<file path="config.mk">
export PLATFORM = sky130hd
export DESIGN_NAME = prc_top
export DESIGN_NICKNAME = d
export VERILOG_FILES = /design/src/rtl/prc_pkg.sv /design/src/rtl/prc_top.sv
export SDC_FILE = /design/constraint.sdc
export NUM_CORES = 1
export LEC_CHECK = 0
export ABC_AREA = 1
export BUFFER_PORTS_ARGS = -buffer_cell sky130_fd_sc_hd__buf_4
export CORE_ASPECT_RATIO = 1.4
export CORE_MARGIN = 1.5
export CORE_UTILIZATION = 35
export DETAILED_ROUTE_END_ITERATION = 12
export SYNTH_ARGS = -nofsm -noshare
export SYNTH_HDL_FRONTEND = slang
export SYNTH_SLANG_ARGS = --single-unit
export TNS_END_PERCENT = 30
</file>
<file path="constraint.sdc">
create_clock -name REF_CLK -period 21.1 [get_ports REF_CLK]
set_input_delay 3.165 -clock REF_CLK [delete_from_list [all_inputs] [get_ports REF_CLK]]
set_output_delay 3.165 -clock REF_CLK [all_outputs]
set_load 0.05 [all_outputs]
</file>
<file path="src/rtl/prc_pkg.sv">
// Purpose: Constants for the pulse router and contact input block
// Assumes: APB slave, 32-bit data, one 250 MHz clock
// Notes: Register map, field positions, modes and reset values
//
// Overview of operation
// - One pulse output repeats flow input pulses
// - Output feeds the prover computer during proving
// - Channel mode reproduces every pulse of input n
// - Off mode keeps output inactive always
// - Auto mode passes pulses under prover control
// - Each contact input is dual-state or pulse
// - Dual-state reports open or closed equipment state
// - Pulse type totalizes meter pulses up to 50 Hz
// - Event on entering, leaving, or any change
// - Log flag gates events; alarm needs log
package prc_pkg;
    // ****************************************
    // Sizes
    // ****************************************
    localparam int NCH = 4;
    localparam int NDI = 4;
    localparam int CFG_W = 8;

    // ****************************************
    // Register byte addresses
    // ****************************************
    localparam logic [7:0] ADDR_CTRL = 8'h00;
    localparam logic [7:0] ADDR_DICFG = 8'h04;
    localparam logic [7:0] ADDR_DISTATE = 8'h08;
    localparam logic [7:0] ADDR_STAT = 8'h0C;
    localparam logic [7:0] ADDR_MASK = 8'h10;
    localparam logic [7:0] ADDR_CNT0 = 8'h14;
    localparam logic [7:0] ADDR_CNT_LAST = 8'h20;

    // ****************************************
    // Output modes and control fields
    // ****************************************
    localparam logic [2:0] MODE_OFF = 3'h0;
    localparam logic [2:0] MODE_AUTO = 3'h1;
    localparam logic [2:0] ROUTE_INPUT_ONE = 3'h2;
    localparam logic [2:0] ROUTE_INPUT_TWO = 3'h3;
    localparam logic [2:0] ROUTE_INPUT_THREE = 3'h4;
    localparam logic [2:0] ROUTE_INPUT_FOUR = 3'h5;
    localparam int CTRL_MODE_LSB = 0;
    localparam int CTRL_ASRC_LSB = 4;

    // ****************************************
    // Contact input config byte, one per input
    // ****************************************
    localparam int CFG_TYPE = 0;
    localparam int CFG_NC = 1;
    localparam int CFG_EDGE_LSB = 2;
    localparam int CFG_LOG = 4;
    localparam int CFG_ALARM = 5;
    localparam logic [1:0] EDGE_ENTER = 2'h0;
    localparam logic [1:0] EDGE_EXIT = 2'h1;
    localparam logic [1:0] EDGE_ANY = 2'h2;

    // ****************************************
    // Reset values and rates
    // ****************************************
    localparam logic [2:0] RST_MODE = MODE_OFF;
    localparam logic [31:0] RST_DICFG = 32'h00000000;
    localparam logic [7:0] RST_MASK = 8'h00;
    localparam int CLK_HZ = 250000000;
    localparam int MAX_PULSE_HZ = 50;
endpackage : prc_pkg

</file>
<file path="src/rtl/prc_top.sv">
// Purpose: Pulse output router and contact inputs behind APB
// Assumes: Pulse, gate and contact pins asynchronous to REF_CLK; APB on REF_CLK
// Notes: Every output is a flip-flop; IRQ is a level
//
// Implementation choices: the register offsets and the APB slave port.
`timescale 1ns/10ps
module prc_top
    import prc_pkg::*;
(
    input wire logic REF_CLK,
    input wire logic RST,
    input wire logic [7:0] PADDR,
    input wire logic PSEL,
    input wire logic PENABLE,
    input wire logic PWRITE,
    input wire logic [31:0] PWDATA,
    output logic [31:0] PRDATA,
    output logic PREADY,
    output logic PSLVERR,
    input wire logic [NCH-1:0] PULSE_IN,
    input wire logic PROVER_GATE,
    input wire logic [NDI-1:0] CONTACT_IN,
    output logic PULSE_OUT,
    output logic IRQ
);
    // ****************************************
    // State
    // ****************************************
    typedef struct packed {
        logic [NCH-1:0] pin_s1;
        logic [NCH-1:0] pin_s2;
        logic gate_s1;
        logic gate_s2;
        logic [NDI-1:0] di_s1;
        logic [NDI-1:0] di_s2;
        logic [NDI-1:0] act;
        logic [2:0] mode;
        logic [1:0] asrc;
        logic [31:0] dicfg;
        logic [7:0] stat;
        logic [7:0] mask;
        logic [NDI-1:0][31:0] cnt;
        logic pout;
        logic irq;
        logic pready;
        logic pslverr;
        logic [31:0] prdata;
    } prc_state_t;

    prc_state_t s;
    prc_state_t next_s;

    logic [NDI-1:0] lvl;
    logic [NDI-1:0] ev;
    logic [7:0] set_bits;
    logic [7:0] clr_bits;
    logic sel_pulse;
    logic acc;
    logic done;
    logic wr;
    logic is_cnt;
    logic [7:0] cnt_off;
    logic [1:0] cnt_idx;
    logic [31:0] cfg_wr;

    // ****************************************
    // Next state
    // ****************************************
    always_comb begin
        next_s = s;
        // Only the second stage is ever read by logic
        next_s.pin_s1 = PULSE_IN;
        next_s.pin_s2 = s.pin_s1;
        next_s.gate_s1 = PROVER_GATE;
        next_s.gate_s2 = s.gate_s1;
        next_s.di_s1 = CONTACT_IN;
        next_s.di_s2 = s.di_s1;

        // Output routing; no stretching, pin edges kept as seen
        unique case (s.mode)
            ROUTE_INPUT_ONE: sel_pulse = s.pin_s2[0];
            ROUTE_INPUT_TWO: sel_pulse = s.pin_s2[1];
            ROUTE_INPUT_THREE: sel_pulse = s.pin_s2[2];
            ROUTE_INPUT_FOUR: sel_pulse = s.pin_s2[3];
            MODE_AUTO: sel_pulse = s.pin_s2[s.asrc] & s.gate_s2;
            default: sel_pulse = 1'b0;
        endcase
        next_s.pout = sel_pulse;

        // Contact inputs
        set_bits = 8'h00;
        for (int i = 0; i < NDI; i++) begin
            lvl[i] = s.di_s2[i] ^ s.dicfg[i*CFG_W+CFG_NC];
            unique case (s.dicfg[i*CFG_W+CFG_EDGE_LSB +: 2])
                EDGE_ENTER: ev[i] = lvl[i] & ~s.act[i];
                EDGE_EXIT: ev[i] = ~lvl[i] & s.act[i];
                EDGE_ANY: ev[i] = lvl[i] ^ s.act[i];
                default: ev[i] = 1'b0;
            endcase
            if (s.dicfg[i*CFG_W+CFG_TYPE]) begin
                // Counts each entering edge only; 50 Hz is far below the sync rate
                ev[i] = 1'b0;
                if (lvl[i] & ~s.act[i]) begin
                    next_s.cnt[i] = s.cnt[i] + 32'h00000001;
                end
            end
            set_bits[i] = ev[i] & s.dicfg[i*CFG_W+CFG_LOG];
            set_bits[NDI+i] = ev[i] & s.dicfg[i*CFG_W+CFG_LOG]
                & s.dicfg[i*CFG_W+CFG_ALARM];
        end
        next_s.act = lvl;

        // APB slave: one wait state, answer on second access cycle
        acc = PSEL & PENABLE;
        done = acc & s.pready;
        wr = done & PWRITE;
        next_s.pready = acc & ~s.pready;
        cnt_off = PADDR - ADDR_CNT0;
        cnt_idx = cnt_off[3:2];
        is_cnt = (PADDR >= ADDR_CNT0) && (PADDR <= ADDR_CNT_LAST)
            && (PADDR[1:0] == 2'h0);
        clr_bits = 8'h00;

        // Alarm flag cannot stand without the log flag
        cfg_wr = PWDATA;
        for (int i = 0; i < NDI; i++) begin
            cfg_wr[i*CFG_W+CFG_ALARM] = PWDATA[i*CFG_W+CFG_ALARM]
                & PWDATA[i*CFG_W+CFG_LOG];
        end

        if (acc & ~s.pready) begin
            next_s.pslverr = 1'b0;
            next_s.prdata = 32'h00000000;
            if (PADDR == ADDR_CTRL) begin
                next_s.prdata[CTRL_MODE_LSB +: 3] = s.mode;
                next_s.prdata[CTRL_ASRC_LSB +: 2] = s.asrc;
            end else if (PADDR == ADDR_DICFG) begin
                next_s.prdata = s.dicfg;
            end else if (PADDR == ADDR_DISTATE) begin
                next_s.prdata[NDI-1:0] = s.act;
            end else if (PADDR == ADDR_STAT) begin
                next_s.prdata[7:0] = s.stat;
            end else if (PADDR == ADDR_MASK) begin
                next_s.prdata[7:0] = s.mask;
            end else if (is_cnt) begin
                next_s.prdata = s.cnt[cnt_idx];
            end else begin
                next_s.pslverr = 1'b1;
            end
        end else if (done) begin
            next_s.pslverr = 1'b0;
            next_s.prdata = 32'h00000000;
        end

        if (wr) begin
            if (PADDR == ADDR_CTRL) begin
                next_s.mode = PWDATA[CTRL_MODE_LSB +: 3];
                next_s.asrc = PWDATA[CTRL_ASRC_LSB +: 2];
            end else if (PADDR == ADDR_DICFG) begin
                next_s.dicfg = cfg_wr;
            end else if (PADDR == ADDR_STAT) begin
                clr_bits = PWDATA[7:0];
            end else if (PADDR == ADDR_MASK) begin
                next_s.mask = PWDATA[7:0];
            end else if (is_cnt) begin
                // Any write zeroes the total
                next_s.cnt[cnt_idx] = 32'h00000000;
            end
        end

        // A new event beats a clear in the same cycle
        next_s.stat = (s.stat & ~clr_bits) | set_bits;
        next_s.irq = |(next_s.stat & next_s.mask);
    end

    // ****************************************
    // Registers
    // ****************************************
    always_ff @(posedge REF_CLK or posedge RST) begin
        if (RST) begin
            s <= '0;
            s.mode <= RST_MODE;
            s.dicfg <= RST_DICFG;
            s.mask <= RST_MASK;
        end else begin
            s <= next_s;
        end
    end

    assign PRDATA = s.prdata;
    assign PREADY = s.pready;
    assign PSLVERR = s.pslverr;
    assign PULSE_OUT = s.pout;
    assign IRQ = s.irq;
endmodule : prc_top

</file>
==> qor.yml, run 1 <==
fin_skew_ns: 0.03267
design.die.area_um2: 40270
timing_worst_setup_path_type: "in2reg"
slew-limit-headroom: 0.2536
routed-wl-met3_um: 2766
routed.top_layer: "met4"
seq_power_share: 0.437
number_of_buffers_created_by_cts: 25
power.share.clock: 0.459
die_y_um: 236.8
ys.warnings.count: 0
worstPathArrival_ns: 7.37
layout_worst_path_cycle_share: 0.3281
finalHoldViolCount: 0
first_pass_drt_iterations: 6
status: "complete, no violations"
timing.hold.worst_path_depth: 0
final_net_count: 1928
internal-power_uw: 825.0
powerDensity_nw_per_um2: 72.38
ys_async_sr_fraction: 1.000
netlist_area_um2: 13670
yosys_most_used_dff: "sky130_fd_sc_hd__dfrtp_1"
count_of_mapped_cells_out_of_synthesis: 1821
layout-drive-gt1-share: 0.1013
placedInstanceArea_um2: 14530
setup_total_negative_slack_ns: 0
area_growth_syn_to_layout_pct: 13.33
synth.distinct_cells: 48
final_number_of_setup_violating_endpoints: 0
syn_area_per_cell_um2: 7.507
globalRouteTotalUtil: 0.2375
num_io_pins: 90
timing.fmax_mhz: 144.4
critical_path.reg2reg.startpoint: "s[197]"
holdBufCountCts: 0
holdCritStartpoint: "next_s[223]"
max-clock-path-buffers: 3
ctsResizeCount: 0
floorplan.initialDensity: 0.3551
post-dp-hpwl_um: 36350
min_tclk_post_route_ns: 6.923
cts-htree-levels: 1
rsz0062_at_grt: "false"
worst_ir_drop_vdd_mv: 0.07010
final_area_um2: 15490
timing.reg2reg.setup_slack_ns: 18.28
slew_at_the_pin_closest_to_its_max_slew_limit_ns: 1.118
leak_nw: 7.790
dieWidth_um: 170.0
grt_max_degree: 120
io_buffers: 89
antenna_found_initial: 1
clkLatencyLatePin_ns: 0.56
finalWeightedCongestion: 0.9434
clockRootBuffer: "sky130_fd_sc_hd__clkbuf_16"
routed_wirelength_um: 47290
clk_pin_slew_worst_paths_ns: 0.07
drt-vias-per-instance: 5.134
tritoncts_num_sinks: 239
endpoint_kind: "register"
detail_route.wirelength.met1_um: 18020
holdCritPathClass: "reg2reg"
grt_pass1_vias: 11910
synth-seq-cells: 239
vias: 12310
tritoncts: "done"
grt_pass1_wl_um: 71820
detail-route-antenna-nets: 0
core_um2: 38500
timing.reg2reg.worst_path_depth: 13
cts.repair_timing.setup_buffer_count: 0
ys_top_cells_by_area: "sky130_fd_sc_hd__dfrtp_1 (44%), sky130_fd_sc_hd__nand2_1 (13%), sky130_fd_sc_hd__nor2_1 (5.7%), sky130_fd_sc_hd__inv_1 (5.4%), sky130_fd_sc_hd__xor2_1 (4.6%)"
required_ns: 21.55
worstHoldEndpoint: "s[223]"
maxCapViolations: 0
yosys.area.top_type: "sky130_fd_sc_hd__dfrtp_1"
sw_frac_of_total: 0.2642
worst_r2r_endpoint: "s[118]"
globalRouteOverflowTotal: 0
post_drt_wl_per_cell_um: 19.72
critical_path.max_fanout: 100
synth-edff-count: 0
synthesis.nets: 1893
slew_viol_final: 0
post-route-drc-count: 0
yosysSeqAreaShare: 0.4375
power.net_switching_uw: 296.2
core.rowCount: 85
power_frac_comb: 0.104
startpoint_type_of_the_worst_setup_path: "input pin"
drt-initial-drc-count: 1082
met2_wirelength_um: 22750
synth_largest_type_area_fraction: 0.4375
## placed cells by master (no fill, tap or decap), types with 3 or more instances in the layout
| cell type | n |
|---|---|
| sky130_fd_sc_hd__inv_1 | 196 |
| sky130_fd_sc_hd__dfrtp_1 | 239 |
| sky130_fd_sc_hd__ha_1 | 18 |
| sky130_fd_sc_hd__nor4_1 | 8 |
| sky130_fd_sc_hd__o21ai_1 | 19 |
| sky130_fd_sc_hd__o21ai_2 | 3 |
| sky130_fd_sc_hd__clkinv_2 | 4 |
| sky130_fd_sc_hd__or2_2 | 3 |
| sky130_fd_sc_hd__inv_2 | 6 |
| sky130_fd_sc_hd__nor2_4 | 6 |
| sky130_fd_sc_hd__xor2_1 | 72 |
| sky130_fd_sc_hd__nor2_2 | 6 |
| sky130_fd_sc_hd__buf_4 | 95 |
| sky130_fd_sc_hd__o211ai_1 | 4 |
| sky130_fd_sc_hd__nor2_1 | 205 |
| sky130_fd_sc_hd__nand2_2 | 6 |
| sky130_fd_sc_hd__nand2_1 | 475 |
| sky130_fd_sc_hd__nand2_4 | 4 |
| sky130_fd_sc_hd__clkbuf_8 | 7 |
| sky130_fd_sc_hd__a21oi_1 | 102 |
| sky130_fd_sc_hd__or2_1 | 4 |
| sky130_fd_sc_hd__nor3b_1 | 3 |
| sky130_fd_sc_hd__nor3_1 | 52 |
| sky130_fd_sc_hd__bufinv_16 | 6 |
| sky130_fd_sc_hd__nand3b_1 | 4 |
| sky130_fd_sc_hd__nand4_1 | 39 |
| sky130_fd_sc_hd__o21ai_0 | 109 |
| sky130_fd_sc_hd__a22oi_1 | 4 |
| sky130_fd_sc_hd__clkbuf_16 | 25 |
| sky130_fd_sc_hd__xnor2_1 | 18 |
| sky130_fd_sc_hd__nand3_1 | 101 |
| sky130_fd_sc_hd__nor3_2 | 6 |
## worst max-delay path, stage by stage
cell and delay [ns]:
sky130_fd_sc_hd__buf_4 0.63, sky130_fd_sc_hd__inv_1 0.68, sky130_fd_sc_hd__ha_1 0.49, sky130_fd_sc_hd__nand2_4 0.13
sky130_fd_sc_hd__nor2_4 0.10, sky130_fd_sc_hd__nor2_2 0.66, sky130_fd_sc_hd__inv_2 0.18, sky130_fd_sc_hd__nor2_4 0.12
sky130_fd_sc_hd__buf_4 0.42, sky130_fd_sc_hd__inv_1 0.44, sky130_fd_sc_hd__o21ai_0 0.30
## per-stage QoR
stage	cells	power [mW]	util	hold slack (ns)	setup slack, ns
3_5_place_dp	2351	0.6149	0.3775	0.3357	13.69
5_1_grt	2397	1.163	0.4023	0.3523	13.83
6_report	2398	1.121	0.4024	0.3454	14.18
2_1_floorplan	1821	0.5693	-	0.3312	11.38
4_1_cts	2397	1.131	0.4023	0.3490	14.24
3_3_place_gp	2351	0.6132	0.3775	0.3332	13.75
## synthesized netlist by cell type (all sizes together) (2+ instances only)
cell and count:
a31oi 2, nor3b 3, nor3 58, nand3b 4, o211ai 4, xnor2 18
inv 203, dfrtp 239, clkbuf 18, nand3 103, xor2 72, or2 8
clkinv 2, nor2 218, o21ai 131, nand4 40, nand2 486, nor4 10
a21oi 102, a22oi 4, o22ai 2, ha 18, buf 69
## state kept, by name, indices dropped and copies added, names as in the netlist
name / cells
s: 194
IRQ: 1
PRDATA: 32
next_s: 9
PULSE_OUT: 1
PSLVERR: 1
PREADY: 1
## kinds of logic after synthesis
| logic type | Yosys count | synth area share |
|---|---|---|
| AOI/OAI and AO/OA | 250 | 0.09547 |
| and+or+nand+nor | 932 | 0.2980 |
| xor gates and xnor gates | 90 | 0.05767 |
| adders and majority gates | 18 | 0.01648 |
| DFF | 239 | 0.4375 |
| buffers and inverters | 292 | 0.09483 |
## cell type report
type	count	area, µm²
fill	3978	23010
multi-input combinational	1290	6400
sequential	239	5981
inverter	205	787.0
clock buffer	33	725.7
timing repair buffer	95	713.2
tap	522	653.1
clock inverter	13	229.0
antenna	1	2.502
## power by group through the flow
stage / Clock, mW / Combinational [mW] / Sequential, mW
6_report: 0.514 / 0.117 / 0.490
3_5_place_dp: 0 / 0.116 / 0.498
4_1_cts: 0.524 / 0.117 / 0.490
5_1_grt: 0.542 / 0.130 / 0.491
3_3_place_gp: 0 / 0.115 / 0.498
2_1_floorplan: 0 / 0.0755 / 0.494
## worst max-delay path by stage
stage                         to  slack, ns  depth (start not counted)     start
final                     s[183]      14.18                         11  PADDR[2]
after CTS                 s[183]      14.24                         11  PADDR[2]
after global routing      s[181]      13.83                         11  PADDR[2]
after global placement    s[186]      13.75                         12  PADDR[2]
after floorplan              IRQ      11.38                          1       RST
after detailed placement  s[183]      13.69                         11  PADDR[2]
## layer usage
metal | track usage | up-vias
met3 | 0.03293 | 117
met5 | 0 | -
met2 | 0.3989 | 466
met1 | 0.2762 | 5860
met4 | 0.1711 | 0
li1 | - | 5868
(Power assumes the default switching activity.)
==> run 2, diff against run 1 <==
- ABC_AREA: 1 -> 0
- clock period: 21.1 -> 6.9 ns (I/O delays scaled with it)
==> run 2 against run 1 <==
  * Sequential cell count unchanged
  * Critical endpoint is now s[49]
  * Synthesized cell count decreased by 35%
  * Via count decreased by 25%
  * First-iteration DRC count decreased by 30%
  * Worst hold slack improved by 0.0054 ns
==> qor.yml, run 2 <==
post-synth-top-count-cell: "sky130_fd_sc_hd__dfrtp_1"  # was sky130_fd_sc_hd__nand2_1
timing.reg2reg.setup_slack_ns: 3.91  # was 18.28 ns
finalWeightedCongestion: 0.8844  # was 0.9434
count_of_mapped_cells_out_of_synthesis: 1188  # was 1821
timing.fmax_mhz: 257.6
num_io_pins: 90  # unchanged
routed_wirelength_um: 31670  # was 47290 µm
most-common-layout-cells: "sky130_fd_sc_hd__dfrtp_1 (239), sky130_fd_sc_hd__nor2_1 (134), sky130_fd_sc_hd__buf_4 (99), sky130_fd_sc_hd__nand2_1 (92), sky130_fd_sc_hd__xor2_1 (80)"  # was sky130_fd_sc_hd__nand2_1 (475), sky130_fd_sc_hd__dfrtp_1 (239), sky130_fd_sc_hd__nor2_1 (205), sky130_fd_sc_hd__inv_1 (196), sky130_fd_sc_hd__o21ai_0 (109)
leak_nw: 5.744  # was 7.790 nW
holdCritStartpoint: "next_s[229]"  # was next_s[223]
slew-limit-headroom: 0.1970  # was 0.2536
drt-vias-per-instance: 5.441  # was 5.134
powerDensity_nw_per_um2: 226.0  # was 72.38 nW/µm²
ys_async_sr_fraction: 1.000  # unchanged
post-dp-hpwl_um: 22930  # was 36350 µm
n_antenna_cell: 0  # was 1
slew_at_the_pin_closest_to_its_max_slew_limit_ns: 1.205  # was 1.118 ns
globalRouteTotalUtil: 0.1727  # was 0.2375
grt_pass1_vias: 9333  # was 11910
power.share.clock: 0.458  # was 0.459
cts.repair_timing.setup_buffer_count: 0  # unchanged
die_y_um: 228.1  # was 236.8 µm
clockRootBuffer: "sky130_fd_sc_hd__clkbuf_16"  # unchanged
postLayoutSetupSlackWorst_ns: 3.019  # was 14.18 ns
holdBufCountCts: 0  # unchanged
yosys.area.top_type: "sky130_fd_sc_hd__dfrtp_1"  # unchanged
design.die.area_um2: 37350  # was 40270 µm²
post_drt_wl_per_cell_um: 18.59  # was 19.72 µm
number_of_buffers_created_by_cts: 24  # was 25
yosys_most_used_dff: "sky130_fd_sc_hd__dfrtp_1"  # unchanged
cts-htree-levels: 1  # unchanged
holdCritPathClass: "reg2reg"  # unchanged
internal-power_mw: 2.467  # was 825.0 µW
adder_cell_share_of_the_synthesized_area: 0.01778  # was 0.01648
regMostFlops: "s"  # unchanged
critical_path.reg2reg.startpoint: "s[197]"  # unchanged
synth-xor-area-share: 0.07815  # was 0.05767
netlist_area_um2: 12660  # was 13670 µm²
core_um2: 35700  # was 38500 µm²
area_growth_syn_to_layout_pct: 13.61  # was 13.33%
final_net_count: 1296  # was 1928
finalHoldViolCount: 0  # unchanged
synth.distinct_cells: 56  # was 48
ys_top_cells_by_area: "sky130_fd_sc_hd__dfrtp_1 (47%), sky130_fd_sc_hd__mux4_2 (5.9%), sky130_fd_sc_hd__xor2_1 (5.5%), sky130_fd_sc_hd__mux2_2 (4.0%), sky130_fd_sc_hd__nor2_1 (4.0%)"  # was sky130_fd_sc_hd__dfrtp_1 (44%), sky130_fd_sc_hd__nand2_1 (13%), sky130_fd_sc_hd__nor2_1 (5.7%), sky130_fd_sc_hd__inv_1 (5.4%), sky130_fd_sc_hd__xor2_1 (4.6%)
rsz0062_at_grt: "false"  # unchanged
synth-edff-count: 0  # unchanged
critical_path.max_fanout: 36  # was 100
clk_pin_slew_worst_paths_ns: 0.06  # was 0.07 ns
timing.reg2reg.worst_path_depth: 7  # was 13
synthesis.nets: 1260  # was 1893
maxCapViolations: 0  # unchanged
setup_total_negative_slack_ns: 0  # unchanged
core.rowCount: 82  # was 85
synthesized_area_fraction_occupied_by_ao_oa_aoi_and_oai_cells: 0.08033  # was 0.09547
tritoncts: "done"  # unchanged
first_pass_drt_iterations: 5  # was 6
ys.warnings.count: 0  # unchanged
drt-initial-drc-count: 757  # was 1082
startpoint_type_of_the_worst_setup_path: "input pin"  # unchanged
layout-drive-gt1-share: 0.2021  # was 0.1013
tritoncts_num_sinks: 239  # unchanged
seq_power_share: 0.452  # was 0.437
min_tclk_post_route_ns: 3.881
grt_max_degree: 174  # was 120
layout_worst_path_cycle_share: 0.5625
clkLatencyLatePin_ns: 0.53  # was 0.56 ns
status: "complete, no violations"  # unchanged
dominant_combinational_cell_family_by_area_after_synthesis: "simple AND/OR/NAND/NOR gates"  # unchanged
post-route-drc-count: 0  # unchanged
required_ns: 7.26  # was 21.55 ns
syn_area_per_cell_um2: 10.66  # was 7.507 µm²
io_buffers: 89  # unchanged
dieWidth_um: 163.8  # was 170.0 µm
synth_largest_type_area_fraction: 0.4723  # was 0.4375
floorplan.initialDensity: 0.3547  # was 0.3551
worstHoldEndpoint: "s[229]"  # was s[223]
worst_r2r_endpoint: "s[131]"  # was s[118]
endpoint_kind: "register"  # unchanged
yosys-mux-area-fraction: 0.09950  # was 0
vias: 9271  # was 12310
timing_worst_setup_path_type: "in2reg"  # unchanged
fin_skew_ns: 0.01613  # was 0.03267 ns
synth.cells.most_frequent: "sky130_fd_sc_hd__dfrtp_1 (239), sky130_fd_sc_hd__nor2_1 (134), sky130_fd_sc_hd__nand2_1 (92)"  # was sky130_fd_sc_hd__nand2_1 (475), sky130_fd_sc_hd__dfrtp_1 (239), sky130_fd_sc_hd__nor2_1 (206)
largest_reg_flops: 194  # unchanged
power_frac_comb: 0.090  # was 0.104
antenna_found_initial: 0  # was 1
ctsResizeCount: 0  # unchanged
final_number_of_setup_violating_endpoints: 0  # unchanged
setup_slack_after_placement_ns: 2.402  # was 13.69 ns
worstPathArrival_ns: 4.24  # was 7.37 ns
sw_frac_of_total: 0.2415  # was 0.2642
globalRouteOverflowTotal: 0  # unchanged
post_synth_and_or_nand_nor_area_fraction: 0.2025  # was 0.2980
detail-route-antenna-nets: 0  # unchanged
timing.hold.worst_path_depth: 0  # unchanged
layout_commonest_cell: "sky130_fd_sc_hd__dfrtp_1"  # was sky130_fd_sc_hd__nand2_1
grt_pass1_wl_um: 50980  # was 71820 µm
synth-seq-cells: 239  # unchanged
yosysSeqAreaShare: 0.4723  # was 0.4375
worst_ir_drop_vdd_mv: 0.1728  # was 0.07010 mV
slew_viol_final: 0  # unchanged
power.net_switching_uw: 785.3  # was 296.2 µW
max-clock-path-buffers: 3  # unchanged
==> run 2: logic make-up after synthesis <==
family / Yosys count
multiplexers: 79
buffers and inverters: 117
XOR/XNOR: 113
AND/OR/NAND/NOR: 464
flip-flops: 239
AO/OA/AOI/OAI: 158
adder cells (fa/ha/maj): 18
==> run 2: worst max-delay path, cell delays in order <==
cell	delay, ns
sky130_fd_sc_hd__buf_4	0.49
sky130_fd_sc_hd__inv_1	0.18
sky130_fd_sc_hd__ha_1	0.49
sky130_fd_sc_hd__nor3b_1	0.37
sky130_fd_sc_hd__o21a_1	0.15
sky130_fd_sc_hd__buf_4	0.34
sky130_fd_sc_hd__and3_1	1.03
sky130_fd_sc_hd__nor2_1	0.12
==> run 2: per-stage QoR <==
stage               total power, mW  cell area [µm²]  std cells  hold WS (ns)    util
global route                  3.380            14390       1704        0.3599  0.4030
global placement              1.785            13480       1660        0.3344  0.3776
CTS                           3.288            14390       1704        0.3532  0.4030
floorplan                     1.697            12670       1188        0.3312       -
detailed placement            1.789            13480       1660        0.3405  0.3776
finish                        3.252            14390       1704        0.3508  0.4030
==> run 2: cell type report <==
| class | count | area [µm²] |
|---|---|---|
| fill | 3391 | 21320 |
| multi-input combinational | 832 | 6056 |
| inverter | 27 | 105.1 |
| clock inverter | 12 | 212.7 |
| timing repair buffer | 100 | 763.2 |
| tap | 462 | 578.1 |
| clock buffer | 32 | 691.9 |
| sequential | 239 | 5981 |
==> run 2: worst max-delay path by stage <==
| stage | start | to | depth (start not counted) |
|---|---|---|---|
| after floorplan | RST | IRQ | 1 |
| after global placement | PADDR[2] | s[63] | 8 |
| after detailed placement | PADDR[2] | s[60] | 8 |
| after CTS | PADDR[2] | s[40] | 8 |
| after global routing | PADDR[2] | s[63] | 8 |
| final | PADDR[2] | s[49] | 8 |
==> run 2: power groups by stage <==
stage / registers (mW) / logic, mW / clock network (mW)
floorplan: 1.49 / 0.211 / 0
global placement: 1.49 / 0.292 / 0
detailed placement: 1.49 / 0.295 / 0
CTS: 1.47 / 0.296 / 1.52
global route: 1.47 / 0.323 / 1.58
finish: 1.47 / 0.293 / 1.49
==> run 2: metal layers <==
| metal | wire [µm] | share of wire | track usage | vias up |
|---|---|---|---|---|
| met5 | 0 | 0 | 0 | - |
| met2 | 15920 | 0.50 | 0.2950 | 260 |
| met3 | 1588 | 0.050 | 0.02236 | 54 |
| met1 | 13030 | 0.41 | 0.2186 | 4646 |
| met4 | 1130 | 0.036 | 0.06960 | 0 |
| li1 | - | - | - | 4311 |
